## config.mk

```make
export PLATFORM = sky130hd
export DESIGN_NAME = timer_channel_routing_and_port_s
export DESIGN_NICKNAME = d
export VERILOG_FILES = /design/src/logic/pin_route_pkg.sv /design/src/logic/pin_sync.sv /design/src/logic/timer_channel_routing_and_port_s.sv
export SDC_FILE = /design/constraint.sdc
export NUM_CORES = 1
export LEC_CHECK = 0
export BUFFER_PORTS_ARGS = -buffer_cell sky130_fd_sc_hd__buf_4
export CORE_UTILIZATION = 53
export DETAILED_ROUTE_END_ITERATION = 16
export GPL_TIMING_DRIVEN = 0
export PLACE_DENSITY = 0.93
export SLEW_MARGIN = 20
export SYNTH_ARGS = -nofsm -noshare
export SYNTH_HDL_FRONTEND = slang
export SYNTH_HIERARCHICAL = 1
export SYNTH_SLANG_ARGS = --single-unit
```

## constraint.sdc

```tcl
create_clock -name aclk -period 5.06 [get_ports aclk]
set_input_delay 1.012 -clock aclk [delete_from_list [all_inputs] [get_ports aclk]]
set_output_delay 1.012 -clock aclk [all_outputs]
set_load 0.05 [all_outputs]
```

## src/logic/pin_route_pkg.sv

```systemverilog
// Constants for timer channel routing and port S pin multiplexing
// Function
// (RULE_01) Routing bits 7:6 send timer0 channel7 to T7, R1, V6; code 11 gives T7.
// (RULE_02) Routing bit 5 sends timer0 channel5 to T5 when clear, V2 when set.
// (RULE_03) Routing bit 4 sends timer0 channel4 to T4 when clear, V0 when set.
// (RULE_04) Routing bits 3:2 send timer0 channel6 to T6, R0, V4; code 11 gives T6.
// (RULE_05) Routing bit 1 sends timer1 channel7 to T3 when clear, R3 when set.
// (RULE_06) Routing bit 0 sends timer1 channel6 to T2 when clear, R2 when set.
// (RULE_07) An unclaimed port S pin set as output drives its stored data bit.
// (RULE_08) Data read gives stored bit when direction is 1, else synchronised pin level.
// (RULE_09) On the slave-select pin an enabled SPI wins over two-wire, PWM_CHANNEL_3 and GPIO.
// (RULE_10) Without SPI, an enabled two-wire module wins that pin over PWM_CHANNEL_3 and GPIO.
// (RULE_11) Without either serial module, enabled PWM_CHANNEL_3 wins that pin over GPIO.
// (RULE_12) On the serial-clock pin an enabled SPI wins over PWM_CHANNEL_2 and GPIO.
// (RULE_13) Without SPI, enabled PWM_CHANNEL_2 wins the serial-clock pin over GPIO.
// (RULE_14) The reserved location always reads 0x00 and ignores writes.
// (RULE_15) A direction change may take two clocks to show in data reads.
// (RULE_16) A routing change moves the channel next clock and frees the old pin.
package pin_route_pkg;

  // Register byte addresses
  localparam logic [7:0] OFS_ROUTING  = 8'h00;
  localparam logic [7:0] OFS_PS_DATA  = 8'h04;
  localparam logic [7:0] OFS_PS_DIR   = 8'h08;
  localparam logic [7:0] OFS_RESERVED = 8'h0C;

  // Reset values
  localparam logic [7:0] RST_ROUTING = 8'h00;
  localparam logic [7:0] RST_PS_DATA = 8'h00;
  localparam logic [7:0] RST_PS_DIR  = 8'h00;
  localparam logic [7:0] RSV_READ    = 8'h00;

  // Routing field positions
  localparam int F_T0C7_LO = 6;
  localparam int F_T0C5    = 5;
  localparam int F_T0C4    = 4;
  localparam int F_T0C6_LO = 2;
  localparam int F_T1C7    = 1;
  localparam int F_T1C6    = 0;

  // Two-bit routing codes
  localparam logic [1:0] SEL_T   = 2'h0;
  localparam logic [1:0] SEL_R   = 2'h1;
  localparam logic [1:0] SEL_V   = 2'h2;
  localparam logic [1:0] SEL_RSV = 2'h3;

  // Timer channel indices
  localparam int NCH            = 6;
  localparam int timer0_channel7 = 0;
  localparam int timer0_channel6 = 1;
  localparam int timer0_channel5 = 2;
  localparam int timer0_channel4 = 3;
  localparam int timer1_channel7 = 4;
  localparam int timer1_channel6 = 5;

  // Routed pin indices
  localparam int NPIN        = 14;
  localparam int port_t_pin7 = 0;
  localparam int port_t_pin6 = 1;
  localparam int port_t_pin5 = 2;
  localparam int port_t_pin4 = 3;
  localparam int port_t_pin3 = 4;
  localparam int port_t_pin2 = 5;
  localparam int port_r_pin0 = 6;
  localparam int port_r_pin1 = 7;
  localparam int port_r_pin2 = 8;
  localparam int port_r_pin3 = 9;
  localparam int port_v_pin0 = 10;
  localparam int port_v_pin2 = 11;
  localparam int port_v_pin4 = 12;
  localparam int port_v_pin6 = 13;

  // Port S shared pin positions
  localparam int PS_SS_BIT  = 3;
  localparam int PS_SCK_BIT = 2;

  // AXI responses
  localparam logic [1:0] RESP_OKAY   = 2'h0;
  localparam logic [1:0] RESP_DECERR = 2'h3;

endpackage

```

## src/logic/pin_sync.sv

```systemverilog
// Two-flop synchroniser for asynchronous pin levels
`timescale 1ns/1ps
module pin_sync #(
  parameter int W = 1
) (
  // Clock and reset
  input  wire logic         aclk,
  input  wire logic         aresetn,
  // Asynchronous level in, synchronised level out
  input  wire logic [W-1:0] d,
  output logic      [W-1:0] q
);

  logic [W-1:0] meta_reg;

  // First stage feeds only the second stage
  always_ff @(posedge aclk) begin
    if (!aresetn) begin
      meta_reg <= '0;
      q        <= '0;
    end else begin
      meta_reg <= d;
      q        <= meta_reg;
    end
  end

endmodule // pin_sync

```

## src/logic/timer_channel_routing_and_port_s.sv

```systemverilog
// Timer channel pin routing and port S pin multiplexing behind an AXI4-Lite slave
`timescale 1ns/1ps
module timer_channel_routing_and_port_s (
  // Clock and reset
  input  wire logic        aclk,
  input  wire logic        aresetn,
  // AXI4-Lite write address
  input  wire logic [7:0]  awaddr,
  input  wire logic        awvalid,
  output logic             awready,
  // AXI4-Lite write data
  input  wire logic [31:0] wdata,
  input  wire logic [3:0]  wstrb,
  input  wire logic        wvalid,
  output logic             wready,
  // AXI4-Lite write response
  output logic [1:0]       bresp,
  output logic             bvalid,
  input  wire logic        bready,
  // AXI4-Lite read address
  input  wire logic [7:0]  araddr,
  input  wire logic        arvalid,
  output logic             arready,
  // AXI4-Lite read data
  output logic [31:0]      rdata,
  output logic [1:0]       rresp,
  output logic             rvalid,
  input  wire logic        rready,
  // Timer channels, index order from the package
  input  wire logic [5:0]  tim_ch_out,
  input  wire logic [5:0]  tim_ch_oe,
  output logic [5:0]       tim_ch_in,
  // Routed timer pins
  input  wire logic [13:0] route_pin_in,
  output logic [13:0]      route_pin_out,
  output logic [13:0]      route_pin_oe_n,
  // Serial and PWM peripherals on port S
  input  wire logic        spi_en,
  input  wire logic        spi_ss_out,
  input  wire logic        spi_ss_oe,
  input  wire logic        spi_sck_out,
  input  wire logic        spi_sck_oe,
  input  wire logic        iic_en,
  input  wire logic        iic_sda_out,
  input  wire logic        iic_sda_oe,
  input  wire logic        pwm_channel_3_en,
  input  wire logic        pwm_channel_3_out,
  input  wire logic        pwm_channel_2_en,
  input  wire logic        pwm_channel_2_out,
  // Port S pins
  input  wire logic [7:0]  ps_pin_in,
  output logic [7:0]       ps_pin_out,
  output logic [7:0]       ps_pin_oe_n,
  output logic [7:0]       ps_pin_level
);

  // Registers
  logic [7:0] routing_reg;
  logic [7:0] ps_data_reg;
  logic [7:0] ps_dir_reg;

  // Write channel state
  logic       aw_held_reg;
  logic [7:0] aw_addr_reg;
  logic       w_held_reg;
  logic [7:0] w_data_reg;
  logic       w_strb_reg;
  logic       bvalid_reg;
  logic [1:0] bresp_reg;

  // Read channel state
  logic        rvalid_reg;
  logic [31:0] rdata_reg;
  logic [1:0]  rresp_reg;

  // Synchronised pins
  logic [7:0]  ps_sync;
  logic [13:0] route_sync;

  // Synchronisers add two clocks of latency on input reads
  pin_sync #(.W(8)) u_ps_sync (  // RULE_15
    .aclk    (aclk),
    .aresetn (aresetn),
    .d       (ps_pin_in),
    .q       (ps_sync)
  );

  pin_sync #(.W(14)) u_route_sync (
    .aclk    (aclk),
    .aresetn (aresetn),
    .d       (route_pin_in),
    .q       (route_sync)
  );

  // Write path: address and data may arrive in either order
  wire        aw_take = awvalid && awready;
  wire        w_take  = wvalid && wready;
  wire        aw_have = aw_held_reg || aw_take;
  wire        w_have  = w_held_reg || w_take;
  wire        do_wr   = aw_have && w_have && !bvalid_reg;
  wire [7:0]  wr_addr = aw_held_reg ? aw_addr_reg : awaddr;
  wire [7:0]  wr_data = w_held_reg ? w_data_reg : wdata[7:0];
  wire        wr_lane = w_held_reg ? w_strb_reg : wstrb[0];
  wire        wr_en   = do_wr && wr_lane;
  wire        wr_rout = wr_en && (wr_addr == pin_route_pkg::OFS_ROUTING);
  wire        wr_data_hit = wr_en && (wr_addr == pin_route_pkg::OFS_PS_DATA);
  wire        wr_dir  = wr_en && (wr_addr == pin_route_pkg::OFS_PS_DIR);
  wire        wr_map  = (wr_addr == pin_route_pkg::OFS_ROUTING) ||
                        (wr_addr == pin_route_pkg::OFS_PS_DATA) ||
                        (wr_addr == pin_route_pkg::OFS_PS_DIR) ||
                        (wr_addr == pin_route_pkg::OFS_RESERVED);

  assign awready = !aw_held_reg && !bvalid_reg;
  assign wready  = !w_held_reg && !bvalid_reg;
  assign bvalid  = bvalid_reg;
  assign bresp   = bresp_reg;

  always_ff @(posedge aclk) begin
    if (!aresetn) begin
      aw_held_reg <= 1'b0;
      w_held_reg  <= 1'b0;
      aw_addr_reg <= 8'h00;
      w_data_reg  <= 8'h00;
      w_strb_reg  <= 1'b0;
    end else begin
      aw_held_reg <= aw_have && !do_wr;
      w_held_reg  <= w_have && !do_wr;
      if (aw_take) begin
        aw_addr_reg <= awaddr;
      end
      if (w_take) begin
        w_data_reg <= wdata[7:0];
        w_strb_reg <= wstrb[0];
      end
    end
  end

  always_ff @(posedge aclk) begin
    if (!aresetn) begin
      bvalid_reg <= 1'b0;
      bresp_reg  <= pin_route_pkg::RESP_OKAY;
    end else if (do_wr) begin
      bvalid_reg <= 1'b1;
      bresp_reg  <= wr_map ? pin_route_pkg::RESP_OKAY : pin_route_pkg::RESP_DECERR;
    end else if (bready) begin
      bvalid_reg <= 1'b0;
    end
  end

  // Reserved location has no storage, so writes there fall away
  always_ff @(posedge aclk) begin  // RULE_14
    if (!aresetn) begin
      routing_reg <= pin_route_pkg::RST_ROUTING;
      ps_data_reg <= pin_route_pkg::RST_PS_DATA;
      ps_dir_reg  <= pin_route_pkg::RST_PS_DIR;
    end else begin
      if (wr_rout) begin
        routing_reg <= wr_data;
      end
      if (wr_data_hit) begin
        ps_data_reg <= wr_data;
      end
      if (wr_dir) begin
        ps_dir_reg <= wr_data;
      end
    end
  end

  // Read path
  wire       ar_take = arvalid && arready;
  wire [7:0] ps_read = (ps_dir_reg & ps_data_reg) | (~ps_dir_reg & ps_sync);  // RULE_08
  wire       rd_map  = (araddr == pin_route_pkg::OFS_ROUTING) ||
                       (araddr == pin_route_pkg::OFS_PS_DATA) ||
                       (araddr == pin_route_pkg::OFS_PS_DIR) ||
                       (araddr == pin_route_pkg::OFS_RESERVED);
  wire [7:0] rd_byte =
    (araddr == pin_route_pkg::OFS_ROUTING) ? routing_reg :
    (araddr == pin_route_pkg::OFS_PS_DATA) ? ps_read :
    (araddr == pin_route_pkg::OFS_PS_DIR)  ? ps_dir_reg :
    pin_route_pkg::RSV_READ;  // RULE_14

  assign arready = !rvalid_reg;
  assign rvalid  = rvalid_reg;
  assign rdata   = rdata_reg;
  assign rresp   = rresp_reg;

  always_ff @(posedge aclk) begin
    if (!aresetn) begin
      rvalid_reg <= 1'b0;
      rdata_reg  <= 32'h0000_0000;
      rresp_reg  <= pin_route_pkg::RESP_OKAY;
    end else if (ar_take) begin
      rvalid_reg <= 1'b1;
      rdata_reg  <= {24'h00_0000, rd_byte};
      rresp_reg  <= rd_map ? pin_route_pkg::RESP_OKAY : pin_route_pkg::RESP_DECERR;
    end else if (rready) begin
      rvalid_reg <= 1'b0;
    end
  end

  // Routing decode, one-hot pin choice per channel
  wire [1:0] c7_code = routing_reg[pin_route_pkg::F_T0C7_LO +: 2];
  wire [1:0] c6_code = routing_reg[pin_route_pkg::F_T0C6_LO +: 2];
  logic [13:0] ch_sel [6];

  assign ch_sel[pin_route_pkg::timer0_channel7] =  // RULE_01
    (c7_code == pin_route_pkg::SEL_R) ? 14'(1) << pin_route_pkg::port_r_pin1 :
    (c7_code == pin_route_pkg::SEL_V) ? 14'(1) << pin_route_pkg::port_v_pin6 :
    14'(1) << pin_route_pkg::port_t_pin7;
  assign ch_sel[pin_route_pkg::timer0_channel6] =  // RULE_04
    (c6_code == pin_route_pkg::SEL_R) ? 14'(1) << pin_route_pkg::port_r_pin0 :
    (c6_code == pin_route_pkg::SEL_V) ? 14'(1) << pin_route_pkg::port_v_pin4 :
    14'(1) << pin_route_pkg::port_t_pin6;
  assign ch_sel[pin_route_pkg::timer0_channel5] = routing_reg[pin_route_pkg::F_T0C5] ?  // RULE_02
    14'(1) << pin_route_pkg::port_v_pin2 : 14'(1) << pin_route_pkg::port_t_pin5;
  assign ch_sel[pin_route_pkg::timer0_channel4] = routing_reg[pin_route_pkg::F_T0C4] ?  // RULE_03
    14'(1) << pin_route_pkg::port_v_pin0 : 14'(1) << pin_route_pkg::port_t_pin4;
  assign ch_sel[pin_route_pkg::timer1_channel7] = routing_reg[pin_route_pkg::F_T1C7] ?  // RULE_05
    14'(1) << pin_route_pkg::port_r_pin3 : 14'(1) << pin_route_pkg::port_t_pin3;
  assign ch_sel[pin_route_pkg::timer1_channel6] = routing_reg[pin_route_pkg::F_T1C6] ?  // RULE_06
    14'(1) << pin_route_pkg::port_r_pin2 : 14'(1) << pin_route_pkg::port_t_pin2;

  // Each pin is claimed by at most one channel, so OR-ing is safe
  logic [13:0] pin_drv_next;
  logic [13:0] pin_val_next;
  logic [5:0]  ch_in_next;

  genvar gp;
  generate
    for (gp = 0; gp < pin_route_pkg::NPIN; gp++) begin : g_pin
      logic [5:0] hit;
      for (genvar gc = 0; gc < pin_route_pkg::NCH; gc++) begin : g_ch
        assign hit[gc] = ch_sel[gc][gp];
      end
      assign pin_drv_next[gp] = |(hit & tim_ch_oe);
      assign pin_val_next[gp] = |(hit & tim_ch_oe & tim_ch_out);
    end
    for (gp = 0; gp < pin_route_pkg::NCH; gp++) begin : g_cap
      assign ch_in_next[gp] = |(ch_sel[gp] & route_sync);
    end
  endgenerate

  // Unselected pins drop their enable on the clock after a change
  always_ff @(posedge aclk) begin  // RULE_16
    if (!aresetn) begin
      route_pin_out  <= 14'h0000;
      route_pin_oe_n <= 14'h3FFF;
      tim_ch_in      <= 6'h00;
    end else begin
      route_pin_out  <= pin_val_next;
      route_pin_oe_n <= ~pin_drv_next;
      tim_ch_in      <= ch_in_next;
    end
  end

  // Slave-select pin ownership
  wire ss_spi  = spi_en;  // RULE_09
  wire ss_iic  = !spi_en && iic_en;  // RULE_10
  wire ss_pwm  = !spi_en && !iic_en && pwm_channel_3_en;  // RULE_11
  wire ss_drv  = ss_spi ? spi_ss_oe : ss_iic ? iic_sda_oe : ss_pwm ? 1'b1 :
                 ps_dir_reg[pin_route_pkg::PS_SS_BIT];
  wire ss_val  = ss_spi ? spi_ss_out : ss_iic ? iic_sda_out : ss_pwm ? pwm_channel_3_out :
                 ps_data_reg[pin_route_pkg::PS_SS_BIT];

  // Serial-clock pin ownership
  wire sck_spi = spi_en;  // RULE_12
  wire sck_pwm = !spi_en && pwm_channel_2_en;  // RULE_13
  wire sck_drv = sck_spi ? spi_sck_oe : sck_pwm ? 1'b1 :
                 ps_dir_reg[pin_route_pkg::PS_SCK_BIT];
  wire sck_val = sck_spi ? spi_sck_out : sck_pwm ? pwm_channel_2_out :
                 ps_data_reg[pin_route_pkg::PS_SCK_BIT];

  logic [7:0] ps_drv_next;
  logic [7:0] ps_val_next;

  generate
    for (gp = 0; gp < 8; gp++) begin : g_ps
      if (gp == pin_route_pkg::PS_SS_BIT) begin : g_ss
        assign ps_drv_next[gp] = ss_drv;
        assign ps_val_next[gp] = ss_val;
      end else if (gp == pin_route_pkg::PS_SCK_BIT) begin : g_sck
        assign ps_drv_next[gp] = sck_drv;
        assign ps_val_next[gp] = sck_val;
      end else begin : g_gpio
        assign ps_drv_next[gp] = ps_dir_reg[gp];  // RULE_07
        assign ps_val_next[gp] = ps_data_reg[gp];
      end
    end
  endgenerate

  always_ff @(posedge aclk) begin
    if (!aresetn) begin
      ps_pin_out   <= 8'h00;
      ps_pin_oe_n  <= 8'hFF;
      ps_pin_level <= 8'h00;
    end else begin
      ps_pin_out   <= ps_val_next;
      ps_pin_oe_n  <= ~ps_drv_next;
      ps_pin_level <= ps_sync;
    end
  end
endmodule // timer_channel_routing_and_port_s

```

# --- Word level (Yosys, flattened, before mapping) ---
# Index checks and enable logic that the tools add are counted.
totals:
  input_bits: 105
  register_bits: 159
  wordCells: 173
classes:
  mux: 30
  eq_ne: 10
  n_bitwise: 40
  reduce_logical: 70
ops:
  columns: ["op", "count"]
  rows:
  - ["6-bit OR reduction", 28]
  - ["6-bit bitwise AND", 23]
  - ["14-bit OR reduction", 6]
  - ["8-bit 2-to-1 mux", 5]
  - ["8-bit by 4-bit == test with 1-bit output, second input constant", 4]
  - ["14-bit 2-to-1 mux", 2]
  - ["13-bit 2-to-1 mux", 2]
  - ["1-bit logical AND", 17]
  - ["8-bit bitwise AND", 2]
  - ["8-bit by 3-bit == test with 1-bit output, second input constant", 2]
  - ["8-bit zero test", 2]
  - ["8-bit NOT", 2]
  - ["1-bit 2-to-1 mux", 15]
  - ["10-bit by 14-bit bitwise AND with 14-bit output", 1]
  - ["11-bit by 14-bit bitwise AND with 14-bit output", 1]
  - ["12-bit by 14-bit bitwise AND with 14-bit output", 1]
  - ["13-bit by 14-bit bitwise AND with 14-bit output", 1]
  - ["14-bit bitwise AND", 1]
  - ["9-bit by 14-bit bitwise AND with 14-bit output", 1]
  - ["14-bit NOT", 1]
  - ["12-bit 2-to-1 mux", 1]
  - ["11-bit 2-to-1 mux", 1]
  - ["10-bit 2-to-1 mux", 1]
  - ["9-bit 2-to-1 mux", 1]
  - ["other kinds (12)", 29]

# --- Logic depth before layout (Yosys ltp) ---
logic_depth:
  depth_word: 8
  ltp_mapped: 7
  ltp_nobuf: 5

# --- Modules after synthesis ---
# Netlist, hierarchy kept.
by_module_without_submodules:
  columns: ["module", "cells_per_inst", "seq_area_each_um2", "area_per_inst_um2", "n_inst"]
  rows:
  - ["timer_channel_routing_and_port_s", 462, 2262.2, 4361.7, 1]
  - ["pin_sync (u_route_sync)", 58, 560.5, 785.8, 1]
  - ["pin_sync (u_ps_sync)", 33, 320.3, 446.7, 1]

# --- Least setup slack after synthesis ---
# OpenSTA, ideal clock, no wires.
synth_path:
  path_type: "input-to-reg"
  from: "input awaddr[4]"
  to: "register ps_dir_reg[0]"
  n_path_buf: 0
  cell_stages: 5
  t_arrival_ps: 2551
  setup_slack_ps: 2438
  path_cell_list: "or4_1 -> nor4_4 -> o21ai_2 -> nor3_4 -> mux2i_1"
synth_between:
  elab_chain_len: 3
synth_lines:
  columns: ["item", "line_no", "rtl"]
  rows:
  - ["start: declaration", "timer_channel_routing_and_port_s.sv:8", "input wire logic [7:0] awaddr,"]
  - ["8-bit 2-to-1 mux", "timer_channel_routing_and_port_s.sv:101", "wire [7:0] wr_addr = aw_held_reg ? aw_addr_reg : awaddr;"]
  - ["8-bit by 4-bit == test with 1-bit output", "timer_channel_routing_and_port_s.sv:107", "wire wr_dir = wr_en && (wr_addr == pin_route_pkg::OFS_PS_DIR);"]
  - ["1-bit logical AND", "timer_channel_routing_and_port_s.sv:107", null]
  - ["end signal: assignment", "timer_channel_routing_and_port_s.sv:155", "ps_dir_reg <= pin_route_pkg::RST_PS_DIR;"]
  - ["end signal: assignment", "timer_channel_routing_and_port_s.sv:164", "ps_dir_reg <= wr_data;"]
  - ["end: declaration", "timer_channel_routing_and_port_s.sv:60", "logic [7:0] ps_dir_reg;"]
# Every way passes these cells.
# A chain may end at the register's enable or synchronous reset.

# --- Worst setup path in the final report ---
layout_path:
  from: "register w_held_reg"
  to: "output wready"
layout_between:
  elab_chain_len: 2
layout_lines:
  columns: ["item", "line_no", "rtl"]
  rows:
  - ["start: declaration", "timer_channel_routing_and_port_s.sv:65", "logic w_held_reg;"]
  - ["start signal: assignment", "timer_channel_routing_and_port_s.sv:127", "w_held_reg <= w_have && !do_wr;"]
  - ["1-bit zero test", "timer_channel_routing_and_port_s.sv:114", "assign wready = !w_held_reg && !bvalid_reg;"]
  - ["1-bit logical AND", "timer_channel_routing_and_port_s.sv:114", null]
  - ["end: declaration", "timer_channel_routing_and_port_s.sv:15", "output logic wready,"]
# Every way passes these cells.

==> results.json <==
{
  "diodes": 0,
  "post-cts-setup-buffer-count": 0,
  "die_area_mm2": 0.0110,
  "post-route-drc-count": 0,
  "nets": 856,
  "arrival_ps": 1680,
  "cts_resized": 0,
  "synth_area_mm2": 0.00559,
  "hpwl_mm": 9.99,
  "synthToLayoutAreaGrowth_pct": 34.8,
  "fmax_mhz": 372,
  "num_rows": 37,
  "initial_core_util": 0.544,
  "synth_compound_area_frac": 0.0975,
  "slew_headroom": 0.551,
  "post-place-ws_ps": 2060,
  "clock-sinks": 157,
  "ys_ff_latch": 157,
  "drt-initial-drc-count": 436,
  "r2r_cells": 7,
  "p_leak_nw": 3.26,
  "vias": 4556,
  "synth_top_family_by_area": "simple AND/OR/NAND/NOR gates",
  "antenna_found_initial": 0,
  "hp-class": "register to register",
  "via_per_inst": 5.08,
  "synth.yosys.seq_area_share": 0.562,
  "dr.pass1.iters": 5,
  "port_buffers": 152,
  "drive_above_1_share": 0.345,
  "p_total_mw": 2.82,
  "cap_violations": 0,
  "multi_input_area_mm2": 0.00219,
  "r2r_start": "aw_held_reg$_SDFF_PN0_",
  "slew_violations": 0,
  "gr-total-overflow": 0,
  "reg2reg_slack_ps": 2790,
  "critical_path_required_ps": 4050,
  "post-route-min-period_ps": 2690,
  "synth_xor_xnor_area_share": 0,
  "gp_congestion": 0.870,
  "numCtsBuffers": 17,
  "synthSimpleGateAreaFrac": 0.223,
  "clkLatencyLatePin_ps": 530,
  "first_global_vias": 4649,
  "ir_drop_mv": 0.218,
  "fin_util": 0.734,
  "crit_path_start_kind": "register",
  "power_density_mw_per_mm2": 374,
  "clock-root-buffer": "clkbuf_8",
  "die_h_um": 105,
  "timing.rr.end": "routing_reg[5]$_SDFFE_PN0P_",
  "clockBufferDepth": 2,
  "grt_use_total": 0.259,
  "fin_cells": 896,
  "ys_warn_count": 6,
  "yosysUniqueCellTypes": 39,
  "htreeDepth": 4,
  "fin_area_mm2": 0.00754,
  "setup_tns_ps": 0,
  "dp.cells": 864,
  "hold_buffers": 0,
  "skew_ps": 7.61,
  "holdPathStages": 1,
  "tightest_slew_ps": 672,
  "critPathKind": "register to output port",
  "synth_mux_area_frac": 0.0465,
  "nFillCells": 716,
  "synthCells": 553,
  "hp-start": "u_ps_sync/meta_reg[3]$_SDFF_PN0_",
  "cp_max_fo": 10,
  "die_w_um": 105,
  "coreArea_mm2": 0.0103,
  "hold_ws_ps": 433,
  "setup_ws_ps": 2370,
  "finalHoldViolations": 0,
  "whs_endpoint": "u_ps_sync/q[3]$_SDFF_PN0_",
  "final.period_utilization": 0.532,
  "io_pins": 204,
  "status": "finished, final reports clean",
  "grt_pass1_wl_mm": 21.9,
  "clk_pin_slew_worst_paths_ps": 70,
  "post_dp_cell_area_mm2": 0.00699,
  "crit_start": "w_held_reg$_SDFF_PN0_",
  "tritoncts": "yes",
  "ant_nets": 0,
  "routed_wl_mm": 14.0,
  "synthAdderAreaFrac": 0.00895,
  "grt_max_degree": 23,
  "syn_avg_cell_area_um2": 10.1,
  "rsz0062_at_grt": "no",
  "setup_viol": 0,
  "register_area_mm2": 0.00314,
  "cp-end-kind": "output port",
  "detail_route.wl_per_cell_um": 15.6
}
## layout by cell type (no fill, tap or decap), types with 5 or more instances in the layout
cell type and count:
buf_4 179, dfxtp_1 157, nand2_1 80, a21boi_0 34
and2_2 34, and2_1 30, conb_1 24, nor2_1 20
nand3_1 20, nand2b_1 18, mux2i_1 17, clkbuf_16 16
clkbuf_1 15, o21ai_0 14, a21oi_1 11, inv_1 10
mux2_2 8, o221ai_1 8, nor2b_1 7, and3_1 6
o21ai_1 6, inv_6 5
## cells in the mapped netlist
master | instances | area, um^2
nand2_1 | 80 | 300
nand3_1 | 20 | 100
nor3_1 | 1 | 5.00
o21ai_1 | 6 | 30.0
inv_1 | 10 | 37.5
or3_1 | 2 | 12.5
or4b_4 | 1 | 13.8
mux2_2 | 8 | 90.1
and4_1 | 1 | 8.76
nand2b_1 | 18 | 113
buf_1 | 2 | 7.51
nor3_4 | 1 | 16.3
o311ai_0 | 1 | 8.76
dfxtp_1 | 157 | 3140
ha_1 | 4 | 50.1
buf_4 | 27 | 203
a222oi_1 | 2 | 20.0
o2111ai_1 | 2 | 17.5
o211a_1 | 1 | 10.0
and4b_1 | 1 | 10.0
or4_1 | 1 | 7.51
buf_2 | 1 | 5.00
nor4_1 | 2 | 12.5
o21ai_2 | 1 | 8.76
nor4_4 | 2 | 42.5
and3_1 | 6 | 37.5
and2_2 | 34 | 255
conb_1 | 1 | 3.75
mux2i_1 | 17 | 170
o21ai_0 | 14 | 70.1
buf_6 | 3 | 33.8
o221ai_1 | 8 | 70.1
a21boi_0 | 34 | 255
nor2_1 | 20 | 75.1
a21oi_1 | 11 | 55.1
nor2b_1 | 7 | 43.8
clkbuf_1 | 15 | 56.3
nand3b_1 | 1 | 7.51
and2_1 | 30 | 188
## layer usage
metal	routed length (um)	GRT usage	share of wire
met1	5300	0.287	0.38
met2	7080	0.454	0.50
met3	1110	0.0674	0.079
met4	527	0.139	0.038
met5	0	0	0
## layout make-up
cell class / instances / area share
flip-flops and latches: 157 / 0.417
multi-input cells: 361 / 0.291
repair buffers: 152 / 0.151
clock buffers: 17 / 0.0549
plain buffers: 48 / 0.0405
well taps: 136 / 0.0226
clock inverters: 15 / 0.0182
inverters: 10 / 0.00498
## report_power, final
part / total [mW] / internal (mW) / switching, mW
combinational: 0.333 / 0.128 / 0.204
sequential: 1.30 / 1.28 / 0.0192
clock: 1.19 / 0.661 / 0.529
total: 2.82 / 2.07 / 0.752
## worst max-delay path, cell delays in order, from the launching register on
cell	delay (ps)
dfxtp_1	370
buf_1	430
nor2_1	130
buf_4	220
## cell families (layout without fill, tap and decap cells)
group           Yosys count  in the layout
compound gates           80             80
fa+ha+maj                 4              4
buf+inv                  58            242
other cells               1             24
mux                      25             25
simple gates            228            228
flops                   157            157
## worst max-delay path by stage
stage	endpoint	slack (ps)	cells past startpoint
finish	wready	2370	3
global route	wready	2270	3
CTS	wready	2360	3
detailed placement	ps_dir_reg[1]$_SDFFE_PN0P_	2060	6
global placement	routing_reg[6]$_SDFFE_PN0P_	2090	7
floorplan	ps_dir_reg[0]$_SDFFE_PN0P_	2440	5
(Power assumes the default switching activity.)
